### src/logic/actuation_timing_regs.vh
// Offsets, field positions, reset value and timing figures for the
// actuation timing and braking configuration block.
// Assumes inclusion by the design files only; definitions, no logic.
`ifndef ACTUATION_TIMING_REGS_VH
`define ACTUATION_TIMING_REGS_VH

// ----------------------------------------------------------------------
// Register map
// ----------------------------------------------------------------------
`define TIMING_CFG_ADDR     6'h02
`define TIMING_CFG_RESET    16'h0000

// ----------------------------------------------------------------------
// Field positions
// ----------------------------------------------------------------------
`define EXT2_INHIBIT_BIT    15
`define EXT1_INHIBIT_BIT    14
`define INHIBIT_MSB         15
`define INHIBIT_LSB         8
`define ON_CODE_MSB         7
`define ON_CODE_LSB         3
`define BRAKE_CODE_MSB      2
`define BRAKE_CODE_LSB      1
`define PARITY_BIT          0

// ----------------------------------------------------------------------
// Braking codes
// ----------------------------------------------------------------------
`define BRAKE_NONE          2'h0
`define BRAKE_SHORT         2'h1
`define BRAKE_LONG          2'h2
`define BRAKE_INDEF         2'h3

// ----------------------------------------------------------------------
// Emergency pattern on the two emergency bits
// ----------------------------------------------------------------------
`define EMERGENCY_PATTERN   2'h2

// ----------------------------------------------------------------------
// Timing figures in milliseconds, and the first code of the high range
// ----------------------------------------------------------------------
`define ON_BASE_MS          100
`define ON_STEP_MS          20
`define ON_HIGH_BASE_MS     440
`define ON_HIGH_STEP_MS     40
`define ON_HIGH_CODE        16
`define BRAKE_SHORT_MS      100
`define BRAKE_LONG_MS       200
`define INDEF_LOCKOUT_MS    100

// ----------------------------------------------------------------------
// Clock and millisecond figures
// ----------------------------------------------------------------------
`define CLK_PERIOD_NS       10
`define MS_NS               1000000
`define MS_CYCLES           (`MS_NS / `CLK_PERIOD_NS)
`define MS_COUNT_W          11

`endif

### src/logic/ms_tick_counter.v
// Millisecond counter: divides the clock into 1 ms ticks and counts them.
// Assumes a synchronous active-high reset and a clock enable on clk.
`timescale 1ns/1ps

module ms_tick_counter #(
    parameter CYCLES_PER_MS = 100000
) (
    // Clock, reset, enable
    input  wire        clk,
    input  wire        rst,
    input  wire        ce,
    // Control
    input  wire        restart,
    // Elapsed whole milliseconds
    output reg  [10:0] ms_count_ff
);

    reg  [31:0] div_ff;
    wire        wrap;

    // ------------------------------------------------------------------
    // Divider and millisecond count
    // ------------------------------------------------------------------
    assign wrap = (div_ff == CYCLES_PER_MS - 1);

    // Restart cycle is the first of the new millisecond, so N ms last
    // exactly N * CYCLES_PER_MS cycles; the count saturates at its top
    always @(posedge clk) begin
        if (rst) begin
            div_ff      <= 32'h0;
            ms_count_ff <= 11'h000;
        end else if (ce) begin
            if (restart) begin
                div_ff      <= 32'h1;
                ms_count_ff <= 11'h000;
            end else if (wrap) begin
                div_ff <= 32'h0;
                if (ms_count_ff != 11'h7FF)
                    ms_count_ff <= ms_count_ff + 11'h001;
            end else begin
                div_ff <= div_ff + 32'h1;
            end
        end
    end

endmodule // ms_tick_counter

### src/logic/actuation_timing_brake_config.v
// Actuation timing and braking configuration register with the on-time
// and dynamic braking sequencer of a multi-output door-lock driver.
// Assumes a frame decoder on clk delivering checked command words, and
// the override, emergency and immediate-actuate bits held elsewhere.
`timescale 1ns/1ps
`include "actuation_timing_regs.vh"

// Operation
// - Commands carry address, data, parity; address 02H selects this register.
// - Register read/write; writes during actuation affect only later actuations.
// - Register contents stay unchanged after an actuation completes.
// - Bits 15..8 inhibit braking: ext2, ext1, internal 6 down to 1.
// - An output with its inhibit flag set is never dynamically braked.
// - Bits 7..3 form the five-bit on-duration code, bit 7 MSB.
// - Codes 0-15: 100+20n ms; codes 16-31: 440+40(n-16) ms.
// - One on-duration applies together to every actuated output.
// - Bits 2..1 form the two-bit braking-duration code, bit 2 MSB.
// - Braking code: 00 none, 01 100ms, 10 200ms, 11 100ms then unlimited.
// - Braking starts in the same cycle the on-phase ends.
// - Braking skips overridden outputs and inhibited outputs.
// - Braking turns on low-side drivers of braked outputs for its duration.
// - Unlimited braking refuses new actuations for its first 100 ms.
// - Host ends unlimited braking by reprogramming and immediate actuation.
// - Emergency entry with immediate-actuate clear ends unlimited braking.
// - Start on enable rise if immediate clear, else on select rise; code takes a select rise only while enable is high.
// - Emergency mode only for emergency bits (1,0); others are normal.
module actuation_timing_brake_config #(
    parameter CYCLES_PER_MS = `MS_CYCLES
) (
    // Clock, reset, enable
    input  wire        clk,
    input  wire        rst,
    input  wire        ce,
    // Command word from the frame decoder
    input  wire        cmd_valid,
    input  wire        cmd_write,
    input  wire [5:0]  cmd_addr,
    input  wire [15:0] cmd_data,
    input  wire        cmd_parity,
    output reg  [15:0] rd_data_ff,
    output reg         rd_valid_ff,
    output reg         parity_error_ff,
    // Pins from outside the clock domain
    input  wire        chip_select_low_n,
    input  wire        out_enable,
    // Bits held by the external driver command register
    input  wire        immediate_actuate,
    input  wire [1:0]  emergency_select,
    input  wire [7:0]  override_mask,
    // Sequencer outputs
    output reg         on_phase_ff,
    output reg  [7:0]  brake_low_side_ff,
    output reg         brake_indef_ff,
    output reg         start_refused_ff
);

    localparam S_IDLE  = 2'h0;
    localparam S_ON    = 2'h1;
    localparam S_BRAKE = 2'h2;
    localparam S_INDEF = 2'h3;

    reg  [15:0] timing_config_reg_ff;
    reg  [1:0]  state_ff;
    reg  [1:0]  nxt_state;
    reg  [10:0] on_ms_ff;
    reg  [1:0]  brake_code_ff;
    reg  [7:0]  inhibit_ff;
    reg         cs_sync1_ff;
    reg         cs_sync2_ff;
    reg         cs_prev_ff;
    reg         oe_sync1_ff;
    reg         oe_sync2_ff;
    reg         oe_prev_ff;
    reg         restart;
    wire [10:0] ms_count;
    wire        frame_ok;
    wire        wr_hit;
    wire        rd_hit;
    wire        cs_rise;
    wire        oe_rise;
    wire        start_req;
    wire        emergency;
    wire        emergency_abort;
    wire        lockout;
    wire        start_ok;
    wire [10:0] on_ms_decode;
    wire [10:0] brake_ms;

    // ------------------------------------------------------------------
    // Command decode
    // ------------------------------------------------------------------
    // Odd parity across the address, data bits 15..1 and parity bit
    assign frame_ok = ^{cmd_addr, cmd_data[15:1], cmd_parity};
    assign wr_hit   = cmd_valid & cmd_write & frame_ok &
                      (cmd_addr == `TIMING_CFG_ADDR);
    assign rd_hit   = cmd_valid & ~cmd_write & frame_ok &
                      (cmd_addr == `TIMING_CFG_ADDR);

    // Configuration register; the sequencer never writes it back
    always @(posedge clk) begin
        if (rst) begin
            timing_config_reg_ff <= `TIMING_CFG_RESET;
        end else if (ce) begin
            if (wr_hit)
                timing_config_reg_ff <= {cmd_data[15:1], 1'b0};
        end
    end

    // Read data and frame status, registered
    always @(posedge clk) begin
        if (rst) begin
            rd_data_ff      <= 16'h0000;
            rd_valid_ff     <= 1'b0;
            parity_error_ff <= 1'b0;
        end else if (ce) begin
            rd_valid_ff     <= rd_hit;
            parity_error_ff <= cmd_valid & ~frame_ok;
            if (rd_hit)
                rd_data_ff <= timing_config_reg_ff;
        end
    end

    // ------------------------------------------------------------------
    // Pin synchronisers and edge detect
    // ------------------------------------------------------------------
    // Two synchroniser flops and one edge flop per pin; edges are taken from the second stage only
    always @(posedge clk) begin
        if (rst) begin
            cs_sync1_ff <= 1'b1;
            cs_sync2_ff <= 1'b1;
            cs_prev_ff  <= 1'b1;
            oe_sync1_ff <= 1'b0;
            oe_sync2_ff <= 1'b0;
            oe_prev_ff  <= 1'b0;
        end else if (ce) begin
            cs_sync1_ff <= chip_select_low_n;
            cs_sync2_ff <= cs_sync1_ff;
            cs_prev_ff  <= cs_sync2_ff;
            oe_sync1_ff <= out_enable;
            oe_sync2_ff <= oe_sync1_ff;
            oe_prev_ff  <= oe_sync2_ff;
        end
    end

    assign cs_rise = cs_sync2_ff & ~cs_prev_ff;
    assign oe_rise = oe_sync2_ff & ~oe_prev_ff;

    // ------------------------------------------------------------------
    // Start, emergency and lockout conditions
    // ------------------------------------------------------------------
    assign start_req = (oe_rise & ~immediate_actuate) |
                       (cs_rise & immediate_actuate & oe_sync2_ff);
    assign emergency = (emergency_select == `EMERGENCY_PATTERN);
    // Select rise in emergency with immediate clear halts timed work
    assign emergency_abort = cs_rise & emergency & ~immediate_actuate;
    // First part of unlimited braking may not be cut short by a new start
    assign lockout = (state_ff == S_INDEF) &
                     (ms_count < `INDEF_LOCKOUT_MS);
    // Normal mode takes a start only when idle or past the lockout;
    // emergency mode takes one over a running actuation
    assign start_ok = start_req & ~lockout &
                      ((state_ff == S_IDLE) | (state_ff == S_INDEF) |
                       emergency);

    // ------------------------------------------------------------------
    // Duration decode
    // ------------------------------------------------------------------
    // On-time from the code in the register at the start instant
    function [10:0] on_time_ms;
        input [4:0] code;
        reg   [31:0] ms_full;
        begin
            if (code < `ON_HIGH_CODE)
                ms_full = `ON_BASE_MS + `ON_STEP_MS * code;
            else
                ms_full = `ON_HIGH_BASE_MS +
                          `ON_HIGH_STEP_MS *
                          (code - `ON_HIGH_CODE);
            // Largest value is 1040, so eleven bits hold every code
            on_time_ms = ms_full[10:0];
        end
    endfunction

    assign on_ms_decode = on_time_ms(
        timing_config_reg_ff[`ON_CODE_MSB:`ON_CODE_LSB]);

    // Timed braking length; unlimited braking times its lockout instead
    assign brake_ms = (brake_code_ff == `BRAKE_LONG) ?
                      11'd`BRAKE_LONG_MS : 11'd`BRAKE_SHORT_MS;

    // ------------------------------------------------------------------
    // Millisecond timer
    // ------------------------------------------------------------------
    ms_tick_counter #(
        .CYCLES_PER_MS (CYCLES_PER_MS)
    ) u_ms_timer (
        .clk         (clk),
        .rst         (rst),
        .ce          (ce),
        .restart     (restart),
        .ms_count_ff (ms_count)
    );

    // ------------------------------------------------------------------
    // Sequencer next state
    // ------------------------------------------------------------------
    always @* begin
        nxt_state = state_ff;
        restart   = 1'b0;
        if (emergency_abort) begin
            nxt_state = S_IDLE;
            restart   = 1'b1;
        end else if (start_ok) begin
            nxt_state = S_ON;
            restart   = 1'b1;
        end else begin
            case (state_ff)
                S_IDLE: begin
                    nxt_state = S_IDLE;
                end
                S_ON: begin
                    if (ms_count >= on_ms_ff) begin
                        restart = 1'b1;
                        if (brake_code_ff == `BRAKE_NONE)
                            nxt_state = S_IDLE;
                        else if (brake_code_ff == `BRAKE_INDEF)
                            nxt_state = S_INDEF;
                        else
                            nxt_state = S_BRAKE;
                    end
                end
                S_BRAKE: begin
                    if (ms_count >= brake_ms)
                        nxt_state = S_IDLE;
                end
                S_INDEF: begin
                    nxt_state = S_INDEF;
                end
                default: begin
                    nxt_state = S_IDLE;
                end
            endcase
        end
    end

    // ------------------------------------------------------------------
    // Sequencer state and settings taken at start
    // ------------------------------------------------------------------
    // Settings copy at an accepted start, so later writes wait
    always @(posedge clk) begin
        if (rst) begin
            state_ff      <= S_IDLE;
            on_ms_ff      <= 11'd`ON_BASE_MS;
            brake_code_ff <= `BRAKE_NONE;
            inhibit_ff    <= 8'h00;
        end else if (ce) begin
            state_ff <= nxt_state;
            if (start_ok & ~emergency_abort) begin
                on_ms_ff      <= on_ms_decode;
                brake_code_ff <= timing_config_reg_ff[
                    `BRAKE_CODE_MSB:`BRAKE_CODE_LSB];
                inhibit_ff    <= timing_config_reg_ff[
                    `INHIBIT_MSB:`INHIBIT_LSB];
            end
        end
    end

    // ------------------------------------------------------------------
    // Drive outputs
    // ------------------------------------------------------------------
    // On-phase and low-side braking drive switch on the same edge
    always @(posedge clk) begin
        if (rst) begin
            on_phase_ff       <= 1'b0;
            brake_low_side_ff <= 8'h00;
            brake_indef_ff    <= 1'b0;
            start_refused_ff  <= 1'b0;
        end else if (ce) begin
            on_phase_ff <= (nxt_state == S_ON);
            if ((nxt_state == S_BRAKE) || (nxt_state == S_INDEF))
                brake_low_side_ff <= ~inhibit_ff &
                                     ~override_mask;
            else
                brake_low_side_ff <= 8'h00;
            brake_indef_ff   <= (nxt_state == S_INDEF);
            start_refused_ff <= start_req & ~start_ok &
                                ~emergency_abort;
        end
    end

endmodule // actuation_timing_brake_config

### config.mk
export PLATFORM = sky130hd
export DESIGN_NAME = actuation_timing_brake_config
export DESIGN_NICKNAME = d
export VERILOG_FILES = /design/src/logic/ms_tick_counter.v /design/src/logic/actuation_timing_brake_config.v
export VERILOG_INCLUDE_DIRS = /design/src /design/src/logic
export SDC_FILE = /design/constraint.sdc
export NUM_CORES = 1
export LEC_CHECK = 0
export BUFFER_PORTS_ARGS = -buffer_cell sky130_fd_sc_hd__buf_2
export CAP_MARGIN = 10
export CELL_PAD_IN_SITES_DETAIL_PLACEMENT = 1
export CELL_PAD_IN_SITES_GLOBAL_PLACEMENT = 2
export CORE_ASPECT_RATIO = 0.9
export CORE_MARGIN = 2
export CORE_UTILIZATION = 35
export CTS_CLUSTER_SIZE = 8
export DETAILED_ROUTE_END_ITERATION = 7
export GPL_TIMING_DRIVEN = 0
export PLACE_DENSITY = 0.88
export REMOVE_ABC_BUFFERS = 1
export SYNTH_ARGS = -nofsm -noshare
export SYNTH_HDL_FRONTEND = slang
export SYNTH_SLANG_ARGS = --single-unit
### constraint.sdc
create_clock -name clk -period 3.4 [get_ports clk]
set_input_delay 0.68 -clock clk [delete_from_list [all_inputs] [get_ports clk]]
set_output_delay 0.68 -clock clk [all_outputs]
set_load 0.1 [all_outputs]
==> results of run 1 <==
## path summary, 6_finish.rpt
path,start,end,slack [ns],cells after the start
setup / recovery,ce,u_ms_timer.ms_count_ff[9]$_SDFFE_PP0P_,0.37,6
hold / removal,inhibit_ff[6]$_SDFFE_PP0P_,inhibit_ff[6]$_SDFFE_PP0P_,0.46,2
setup reg to reg,timing_config_reg_ff[7]$_SDFFE_PP0P_,on_ms_ff[10]$_SDFFE_PP0P_,0.49,10
hold reg to reg,inhibit_ff[6]$_SDFFE_PP0P_,inhibit_ff[6]$_SDFFE_PP0P_,0.46,2
## worst max-delay path: cells and delay by family
kind | cells | cell delay, ns
AND/OR/NAND/NOR | 2 | 0.93
AO/OA/AOI/OAI | 2 | 0.35
buffers and inverters | 2 | 1.39
## repair_timing
action                                  in CTS  in global routing
endpoints found under the hold margin        0                  0
endpoints found under the setup margin       0                  1
resized for setup                            0                  1
## registers in the layout, indices dropped and copies added (netlist names)
signal and flops:
state_ff 2, cs_prev_ff 1, u_ms_timer.ms_count_ff 11, on_ms_ff 9
rd_data_ff 15, oe_sync1_ff 1, brake_low_side_ff 8, cs_sync1_ff 1
timing_config_reg_ff 15, start_refused_ff 1, brake_indef_ff 1, rd_valid_ff 1
inhibit_ff 8, brake_code_ff 2, oe_sync2_ff 1, oe_prev_ff 1
u_ms_timer.div_ff 32, cs_sync2_ff 1, on_phase_ff 1, parity_error_ff 1
## layout make-up
cell class	count	area, um^2	area share (%)
inverters	34	128	1.80
flip-flops and latches	113	2260	32.0
clock inverters	8	171	2.42
multi-input cells	512	3360	47.5
repair buffers	70	382	5.40
well taps	207	259	3.66
clock buffers	24	512	7.24
## power by group through the flow
stage / Sequential, W / Clock (W) / Combinational (W)
after floorplan: 0.00139 / 0 / 0.000116
after global placement: 0.00137 / 0 / 0.000208
after detailed placement: 0.00137 / 0 / 0.000215
after CTS: 0.00134 / 0.00206 / 0.000217
after global routing: 0.00134 / 0.00212 / 0.000238
final: 0.00134 / 0.00204 / 0.000221
## cell families after synthesis
family                     Yosys count  synth area share, %
AOI/OAI and AO/OA                  105                 11.3
xor gates and xnor gates            55                 8.43
adders and majority gates           37                 8.13
buffers and inverters               64                 4.43
DFF                                113                 38.5
muxes                               37                 6.30
other                                1               0.0638
and+or+nand+nor                    277                 22.9
## synthesized netlist by cell type, types with 4 or more instances
cell	number	area (um^2)
a211oi_1	9	67.6
a21o_1	5	37.5
a21oi_1	46	230
a31oi_1	4	25.0
and2_1	4	25.0
and3_1	7	43.8
and4_1	4	35.0
buf_2	4	20.0
clkbuf_1	20	75.1
dfxtp_1	113	2260
ha_1	35	438
inv_1	33	124
mux2i_1	37	370
nand2_1	70	263
nand2b_1	4	25.0
nand3_1	34	170
nand4_1	21	131
nand4b_1	4	35.0
nor2_1	89	334
nor2b_1	4	25.0
nor3_1	10	50.1
nor4_1	5	31.3
o21ai_0	14	70.1
o31ai_1	4	30.0
or3_1	7	43.8
xnor2_1	28	245
xor2_1	26	228
## metrics by stage
stage | power, W | cell area, um^2 | setup slack [ns]
3_3_place_gp | 0.00158 | 6340 | -0.139
6_report | 0.00360 | 7070 | 0.371
5_1_grt | 0.00370 | 7070 | 0.110
3_5_place_dp | 0.00158 | 6340 | -0.214
4_1_cts | 0.00362 | 7020 | 0.194
2_1_floorplan | 0.00150 | 5750 | 0.414
## routing by layer
layer,wire [um],GRT usage [%]
met1,7570,23.6
met3,761,4.34
met2,7430,31.0
met5,0,0
met4,196,6.41
==> run summary, run 1 <==
* **outcome** completed
* **startpoint types** primary input
* **count of flip-flops with a built-in enable after synthesis** 0
* **combinational power share** 6.1%
* **IO buf count** 67
* **wire length of the first global-routing pass** 27000 um
* **# Post-CTS Setup Buffers** 0
* **width of the chip** 141 um
* **routability congestion estimate** 0.779
* **area of the die** 0.0178 mm^2
* **detailed-placement wirelength estimate** 11200 um
* **antenna violations before repair** 0
* **unrepaired setup endpoints after global routing** no
* **number of levels the H-tree was split into** 4
* **Max Fclk** 0.330 GHz
* **share of cells above drive strength 1** 14.8%
* **number of global-route vias before repair** 5524
* **buffer depth of the longest clock path** 2
* **total number of nets in the final design** 826
* **Leak Pwr** 2.92 nW
* **Hold Path Class** flop to flop
* **effective utilization at floorplan** 36.1%
* **residual DRC count** 0
* **Num CTS Buffers** 17
* **peak supply drop** 0.394 mV
* **number of max-slew violations in the final report** 0
* **count of warnings emitted by yosys** 0
* **final count of negative-setup-slack endpoints** 0
* **core area** 0.0163 mm^2
* **Crit path largest cell delay** 0.86 ns
* **GRT overflow** 0
* **top_reg_cell synth** dfxtp_1
* **category of the critical setup timing path** primary input to flop
* **fillers** 1941
* **Least-Margin Pin Slew** 1.04 ns
* **Critical Path Fanout Max** 30
* **Root Driver** clkbuf_16
* **Layout Utilization** 43.4%
* **Post-CTS Hold Buffers** 0
* **Via-to-Cell Ratio** 5.32
* **post-route worst hold slack** 0.458 ns
* **most frequent cells in the layout** dfxtp_1 (112), nor2_1 (89), nand2_1 (70), buf_2 (67), a21oi_1 (46)
* **sw power** 0.000764 W
* **vertical die dimension** 127 um
* **share of async-settable or async-resettable flops after synthesis** 0%
* **Detailed Routing Iterations Pass 1** 4
* **instance count after placement with tap cells included** 933
* **cell count after synthesis** 689
* **time the final worst path needs with I/O delays and setup** 3.03 ns
* **part of the power in the clock network** 56.6%
* **worst slew margin relative to its limit** 30.0%
* **synthesis-to-finish area growth** 20.3%
* **Non-Filler Instances** 968
* **via count** 5146
* **number of DRC markers in iteration 0** 217
* **count of nets left with antenna violations after detail routing** 0
* **per-instance average area after synthesis** 8.53 um^2
* **overall routed net length** 16000 um
* **pin count of the biggest net entering global routing** 72
* **Maximum Capacitance Violations** 0
* **internal power** 0.00283 W
* **Avg WL per Cell** 16.5 um
* **final worst-path cycle share** 89.1%
* **global-route total usage across every layer** 18.5%
* **CTS sink count** 113
* **total power divided by cell area** 509 mW/mm^2
* **worst path cell trace** buf_2 > clkinv_1 > nor3_1 > o31ai_2 > or4_1 > a21oi_1
* **antenna cells** 0
* **power share of the sequential group** 37.3%
* **critical path data arrival time** 3.36 ns
* **row count** 44
* **Fin Clk Skew** 0.00645 ns
* **final hold violations** 0
* **sort of element at the end of the critical path** flop
* **cell area after synthesis** 0.00588 mm^2
* **Slowest-stage cell, CP** clkinv_1
* **post-synthesis cell type count** 60
* **Final TNS setup** 0 ns
* **worst-skew pair later-pin latency** 0.41 ns
* **TritonCTS clock tree** built
* **most frequent standard cell in the layout excluding fill and tap cells** dfxtp_1
* **clock transition time at the flip-flop clock pins of the worst setup and hold paths** 0.05 ns
* **flop and latch count out of synthesis** 113
* **proportion of synthesized chip area in sequential cells** 38.5%
* **fraction of power spent switching nets** 21.2%
* **data required time at the worst endpoint** 3.73 ns
* **Boundary Pins** 70
Note: power is estimated with default switching activity, not from simulation.
==> run 2, diff against run 1 <==
Settings changed: CTS_BUF_LIST from default to sky130_fd_sc_hd__clkbuf_8 sky130_fd_sc_hd__clkbuf_16, CTS_CLUSTER_DIAMETER from default to 30.
==> run summary, run 2 (synthesized netlist as in run 1, its figures left out) <==
* **outcome** completed
* **worst-case register-to-register setup slack** 0.49 ns
* **wire length of the first global-routing pass** 27000 um
* **final worst-path cycle share** 88.9%
* **Critical Path Fanout Max** 30
* **TritonCTS clock tree** built
* **unrepaired setup endpoints after global routing** no
* **power share of the sequential group** 37.3%
* **sequential standard cell area** 0.00226 mm^2
* **peak supply drop** 0.390 mV
* **synthesis-to-finish area growth** 20.3%
* **Avg WL per Cell** 16.5 um
* **worst slew margin relative to its limit** 30.0%
* **pin count of the biggest net entering global routing** 72
* **time the final worst path needs with I/O delays and setup** 3.02 ns
* **r2r worst-path depth** 10
* **final hold violations** 0
* **sw power** 0.000762 W
* **Boundary Pins** 70
* **critical path data arrival time** 3.35 ns
* **GRT overflow** 0
* **most frequent standard cell in the layout excluding fill and tap cells** dfxtp_1
* **antenna violations before repair** 0
* **post-layout power** 0.00359 W
* **number of levels the H-tree was split into** 4
* **Root Driver** clkbuf_16
* **share of cells above drive strength 1** 14.8%
* **effective utilization at floorplan** 36.1%
* **routability congestion estimate** 0.779
* **Via-to-Cell Ratio** 5.30
* **post-route worst hold slack** 0.458 ns
* **detailed-placement wirelength estimate** 11200 um
* **# Post-CTS Setup Buffers** 0
* **biggest regs** u_ms_timer.div_ff: 32 flops, rd_data_ff: 15 flops, timing_config_reg_ff: 15 flops
* **row count** 44
* **residual DRC count** 0
* **Reg-to-Reg Start** timing_config_reg_ff[7]$_SDFFE_PP0P_
* **category of the critical setup timing path** primary input to flop
* **sort of element at the end of the critical path** flop
* **vertical die dimension** 127 um
* **Detailed Routing Iterations Pass 1** 4
* **Hold Path Class** flop to flop
* **Largest register FFs** 32
* **fraction of power spent switching nets** 21.2%
* **destination of the worst register-to-register timing path** on_ms_ff[10]$_SDFFE_PP0P_
* **core area** 0.0163 mm^2
* **Maximum Capacitance Violations** 0
* **Least-Margin Pin Slew** 1.04 ns
* **part of the power in the clock network** 56.5%
* **CTS sink count** 113
* **Post-CTS Hold Buffers** 0
* **buffer depth of the longest clock path** 2
* **number of cells on the worst hold path** 2
* **Leak Pwr** 2.93 nW
* **Hold Crit Endpoint** inhibit_ff[6]$_SDFFE_PP0P_
* **final count of negative-setup-slack endpoints** 0
* **Max Fclk** 0.331 GHz
* **overall routed net length** 15900 um
* **Layout Utilization** 43.4%
* **startpoint types** primary input
* **antenna cells** 0
* **IO buf count** 67
* **worst-skew pair later-pin latency** 0.41 ns
* **number of DRC markers in iteration 0** 222
* **global-route total usage across every layer** 18.5%
* **number of global-route vias before repair** 5525
* **clock transition time at the flip-flop clock pins of the worst setup and hold paths** 0.05 ns
* **Fin Clk Skew** 0.00766 ns
* **largest register by flop count** u_ms_timer.div_ff
* **internal power** 0.00283 W
* **most frequent cells in the layout** dfxtp_1 (112), nor2_1 (89), nand2_1 (70), buf_2 (67), a21oi_1 (46)
* **Num CTS Buffers** 17
* **total power divided by cell area** 508 mW/mm^2
* **width of the chip** 141 um
* **worst hold start** inhibit_ff[6]$_SDFFE_PP0P_
* **Multi-input gate area** 0.00336 mm^2
* **count of nets left with antenna violations after detail routing** 0
* **combinational power share** 6.2%
* **area of the die** 0.0178 mm^2
* **number of max-slew violations in the final report** 0
* **fillers** 1941
* **total number of nets in the final design** 826
* **via count** 5134
* **data required time at the worst endpoint** 3.73 ns
-- run 2: worst max path at each step --
| stage | endpoint | cells past startpoint | slack [ns] | from |
|---|---|---|---|---|
| 6_report | u_ms_timer.ms_count_ff[9]$_SDFFE_PP0P_ | 6 | 0.38 | ce |
| 5_1_grt | on_ms_ff[10]$_SDFFE_PP0P_ | 10 | 0.11 | timing_config_reg_ff[7]$_SDFFE_PP0P_ |
| 4_1_cts | u_ms_timer.div_ff[16]$_SDFFE_PP0P_ | 4 | 0.19 | ce |
| 3_5_place_dp | u_ms_timer.div_ff[9]$_SDFFE_PP0P_ | 4 | -0.21 | ce |
| 3_3_place_gp | u_ms_timer.div_ff[23]$_SDFFE_PP0P_ | 4 | -0.14 | ce |
| 2_1_floorplan | timing_config_reg_ff[10]$_SDFFE_PP0P_ | 9 | 0.41 | cmd_addr[2] |
-- run 2: cell type report --
class | count | share of cell area (%)
Clock buffer | 23 | 7.18
Clock inverter | 9 | 2.48
Inverter | 34 | 1.80
Multi-Input combinational cell | 512 | 47.5
Sequential cell | 113 | 32.0
Tap cell | 207 | 3.66
Timing Repair Buffer | 70 | 5.40
-- run 2: through the flow --
step	cells	cell area [um^2]	setup slack, ns	TNS (ns)
final	968	7070	0.376	0
after global routing	968	7070	0.110	0
after CTS	965	7020	0.194	0
after detailed placement	933	6340	-0.214	-5.09
after global placement	933	6340	-0.139	-3.66
after floorplan	659	5750	0.414	0
-- run 2: timing repair --
action                                  4_1_cts  5_1_grt
gates resized for setup                       0        1
endpoints found under the setup margin        0        1
hold endpoints to repair                      0        0
-- run 2: critical path, cell delays in order --
cell	delay [ns]
buf_2	0.52
clkinv_1	0.85
nor3_1	0.43
o31ai_2	0.20
or4_1	0.50
a21oi_1	0.15
-- run 2: power groups by stage --
stage	clock, W	sequential [W]	combinational, W
floorplan	0	0.00139	0.000116
global placement	0	0.00137	0.000208
detailed placement	0	0.00137	0.000215
CTS	0.00206	0.00134	0.000217
global route	0.00212	0.00134	0.000238
finish	0.00203	0.00134	0.000221
-- run 2: routing by layer --
metal | global-route usage, % | up-vias | wire length, um | share of wire [%]
met5 | 0 | - | 0 | 0
met4 | 6.41 | 0 | 175 | 1.1
met3 | 4.34 | 16 | 734 | 4.6
met2 | 31.0 | 109 | 7460 | 47
met1 | 23.6 | 2506 | 7580 | 48
li1 | - | 2503 | - | -
==> run 3, diff against run 2 <==
Settings changed: ABC_AREA from default to 1, CORE_UTILIZATION 35 to 33, PLACE_DENSITY 0.88 to 0.89.
==> run summary, run 3 <==
* **cell area after synthesis** 0.00661 mm^2
* **global routing usage on met2** 29.7%
* **row count** 49
* **data required time at the worst endpoint** 3.75 ns
* **Top Usage Layer GRT** met2
* **number of DRC markers in iteration 0** 220
* **time the final worst path needs with I/O delays and setup** 2.95 ns
* **count of flip-flops with a built-in enable after synthesis** 0
* **Via-to-Cell Ratio** 4.87
* **fraction of synthesized cell area taken by the top area cell type** 34.2%
* **biggest regs** u_ms_timer.div_ff: 32 flops, rd_data_ff: 15 flops, timing_config_reg_ff: 15 flops
* **dominant cells by area after synthesis** dfxtp_1 (34%), nand2_1 (11%), inv_1 (7.8%), nor2_1 (7.5%), ha_1 (6.6%)
* **number of global-route vias before repair** 6472
* **critical path data arrival time** 3.29 ns
* **Leak Pwr** 3.39 nW
* **beginning of the critical path** timing_config_reg_ff[7]$_SDFFE_PP0P_
* **Crit path largest cell delay** 0.61 ns
* **final count of negative-setup-slack endpoints** 0
* **synthesis-to-finish area growth** 17.1%
* **count of warnings emitted by yosys** 0
* **pin count of the biggest net entering global routing** 50
* **overall routed net length** 18700 um
* **worst slew margin relative to its limit** 23.2%
* **combined buffer and inverter count along the critical path** 5
* **Final TNS setup** 0 ns
* **Slowest-stage cell, CP** dfxtp_1
* **worst path cell trace** clkinv_1 > ha_1 > inv_1 > fa_1 > nor2_1 > inv_1 > nand2_1 > inv_1 > nor2_1 > inv_1 > nand3_1 > nand4_1 > a21oi_1
* **met3 layer usage reported by global route** 4.04%
* **vertical die dimension** 138 um
* **capture point of the critical path** on_ms_ff[10]$_SDFFE_PP0P_
* **most frequent standard cell in the layout excluding fill and tap cells** nand2_1
* **Fin Clk Skew** 0.0133 ns
* **wire length of the first global-routing pass** 31900 um
* **core area** 0.0198 mm^2
* **clock transition time at the flip-flop clock pins of the worst setup and hold paths** 0.07 ns
* **Least-Margin Pin Slew** 1.15 ns
* **via count** 6318
* **Post-CTS Hold Buffers** 0
* **unrepaired setup endpoints after global routing** no
* **GRT overflow** 0
* **total number of nets in the final design** 1108
* **leading cell type by number of instances after synthesis** nand2_1
* **post-route worst setup slack** 0.454 ns
* **proportion of synthesized chip area in sequential cells** 34.2%
* **r2r worst-path depth** 13
* **sort of element at the end of the critical path** flop
* **residual DRC count** 0
* **Critical Path Fanout Max** 12
* **Hold Path Class** flop to flop
* **cell count after synthesis** 974
* **peak supply drop** 0.246 mV
* **IO buf count** 67
* **post-synthesis cell type count** 42
* **Avg WL per Cell** 14.4 um
* **width of the chip** 153 um
* **post-placement worst setup slack** -0.502 ns
* **final hold violations** 0
* **category of the critical setup timing path** flop to flop
* **CTS sink count** 113
* **final worst-path cycle share** 86.6%
* **global-route total usage across every layer** 18.3%
* **path length in cells of the critical path** 13
* **share of cells above drive strength 1** 12.6%
* **cell class contributing the biggest share of worst-path delay** adder cells
* **antenna violations before repair** 0
* **antenna cells** 0
* **per-instance average area after synthesis** 6.79 um^2
* **most frequent cells in the layout** nand2_1 (188), inv_1 (137), nor2_1 (131), dfxtp_1 (113), a21oi_1 (76)
* **routability congestion estimate** 0.788
* **area of the die** 0.0212 mm^2
* **count of nets left with antenna violations after detail routing** 0
* **worst-skew pair later-pin latency** 0.43 ns
* **startpoint types** flop
* **outcome** completed
* **Reg-to-Reg Start** timing_config_reg_ff[7]$_SDFFE_PP0P_
* **Max Fclk** 0.339 GHz
* **number of max-slew violations in the final report** 0
* **buffer depth of the longest clock path** 2
* **worst-case register-to-register setup slack** 0.45 ns
* **Detailed Routing Iterations Pass 1** 4
* **Boundary Pins** 70
* **Largest register FFs** 32
* **global-route track usage on met1** 24.2%
* **largest register by flop count** u_ms_timer.div_ff
* **TritonCTS clock tree** built
* **total power divided by cell area** 449 mW/mm^2
* **Maximum Capacitance Violations** 0
* **Root Driver** clkbuf_16
* **most prevalent standard cell on the critical path** inv_1
* **detailed-placement wirelength estimate** 13400 um
* **share of async-settable or async-resettable flops after synthesis** 0%
* **flop and latch count out of synthesis** 113
* **number of levels the H-tree was split into** 4
* **Num CTS Buffers** 17
* **effective utilization at floorplan** 33.4%
* **area leader, netlist** dfxtp_1
* **commonest cells in the synthesized netlist** nand2_1 (188), inv_1 (138), nor2_1 (132), dfxtp_1 (113), a21oi_1 (76)
* **destination of the worst register-to-register timing path** on_ms_ff[10]$_SDFFE_PP0P_
* **top_reg_cell synth** dfxtp_1
==> run 3: cell types whose count changed in the layout (fill, tap and decap cells not counted), moves of 19 or more <==
cell,change
inv_1,+103
a21oi_1,+30
o21ai_0,+39
mux2i_1,-37
nand2_1,+118
nor2_1,+42
nand3_1,+19
==> run 3: area by class of cell <==
type,count,area (um^2)
fillers,2555,12100
multi-input cells,683,3640
flip-flops and latches,113,2260
inverters,144,544
clock buffers,17,425
repair buffers,70,384
well taps,255,319
clock inverters,15,158
repair inverters,1,5.00
==> run 3: layer usage <==
layer | part of all wire (%) | wire length [um]
met5 | 0 | 0
met4 | 1.4 | 260
met3 | 3.5 | 648
met2 | 46 | 8530
met1 | 49 | 9240
==> run 3: worst reg2reg max path, stage by stage, from the launching register on <==
cell      delay, ns
dfxtp_1        0.61
clkinv_1       0.40
ha_1           0.47
inv_1          0.09
fa_1           0.40
nor2_1         0.11
inv_1          0.05
nand2_1        0.08
inv_1          0.07
nor2_1         0.14
inv_1          0.07
nand3_1        0.08
nand4_1        0.12
a21oi_1        0.15
==> run 3: worst min path at each step <==
| stage | start | end | depth (start not counted) |
|---|---|---|---|
| after detailed placement | cs_sync1_ff$_SDFFE_PP1P_ | cs_sync1_ff$_SDFFE_PP1P_ | 2 |
| after CTS | chip_select_low_n | cs_sync1_ff$_SDFFE_PP1P_ | 3 |
| final | brake_low_side_ff[2]$_SDFFE_PP0P_ | brake_low_side_ff[2]$_SDFFE_PP0P_ | 2 |
| after floorplan | cs_sync1_ff$_SDFFE_PP1P_ | cs_sync1_ff$_SDFFE_PP1P_ | 2 |
| after global placement | cs_sync1_ff$_SDFFE_PP1P_ | cs_sync1_ff$_SDFFE_PP1P_ | 2 |
| after global routing | out_enable | oe_sync1_ff$_SDFFE_PP0P_ | 3 |
==> run 3: power by group <==
group / total, W / switching (W) / internal, W
sequential: 0.00135 / 0.0000115 / 0.00134
clock: 0.00180 / 0.000765 / 0.00104
combinational: 0.000319 / 0.000229 / 0.0000900
total: 0.00348 / 0.00101 / 0.00247
==> run 3: through the flow <==
step | hold WS [ns] | cell area, um^2 | cells | util, % | total power (W)
5_1_grt | 0.481 | 7740 | 1298 | 39.1 | 0.00362
4_1_cts | 0.467 | 7740 | 1298 | 39.1 | 0.00352
3_3_place_gp | 0.446 | 7090 | 1262 | 35.8 | 0.00169
6_report | 0.464 | 7740 | 1298 | 39.1 | 0.00348
3_5_place_dp | 0.455 | 7150 | 1265 | 36.1 | 0.00170
2_1_floorplan | 0.429 | 6440 | 940 | - | 0.00159
==> run 3: what timing repair did <==
item | CTS | global route
cloned | 1 | 0
endpoints found under the setup margin | 1 | 12
gates resized for setup | 1 | 1
buffers inserted | 0 | 0
==> run 3: kinds of logic (layout without fill, tap and decap cells) <==
group	count (synthesis)	in the layout	share of synthesized area, %
AND/OR/NAND/NOR	467	467	31.7
buffers and inverters	178	247	10.8
AO/OA/AOI/OAI	142	142	11.3
flip-flops	113	113	34.2
adder cells (fa/ha/maj)	37	37	7.23
XOR/XNOR	36	36	4.77
other	1	1	0.0567
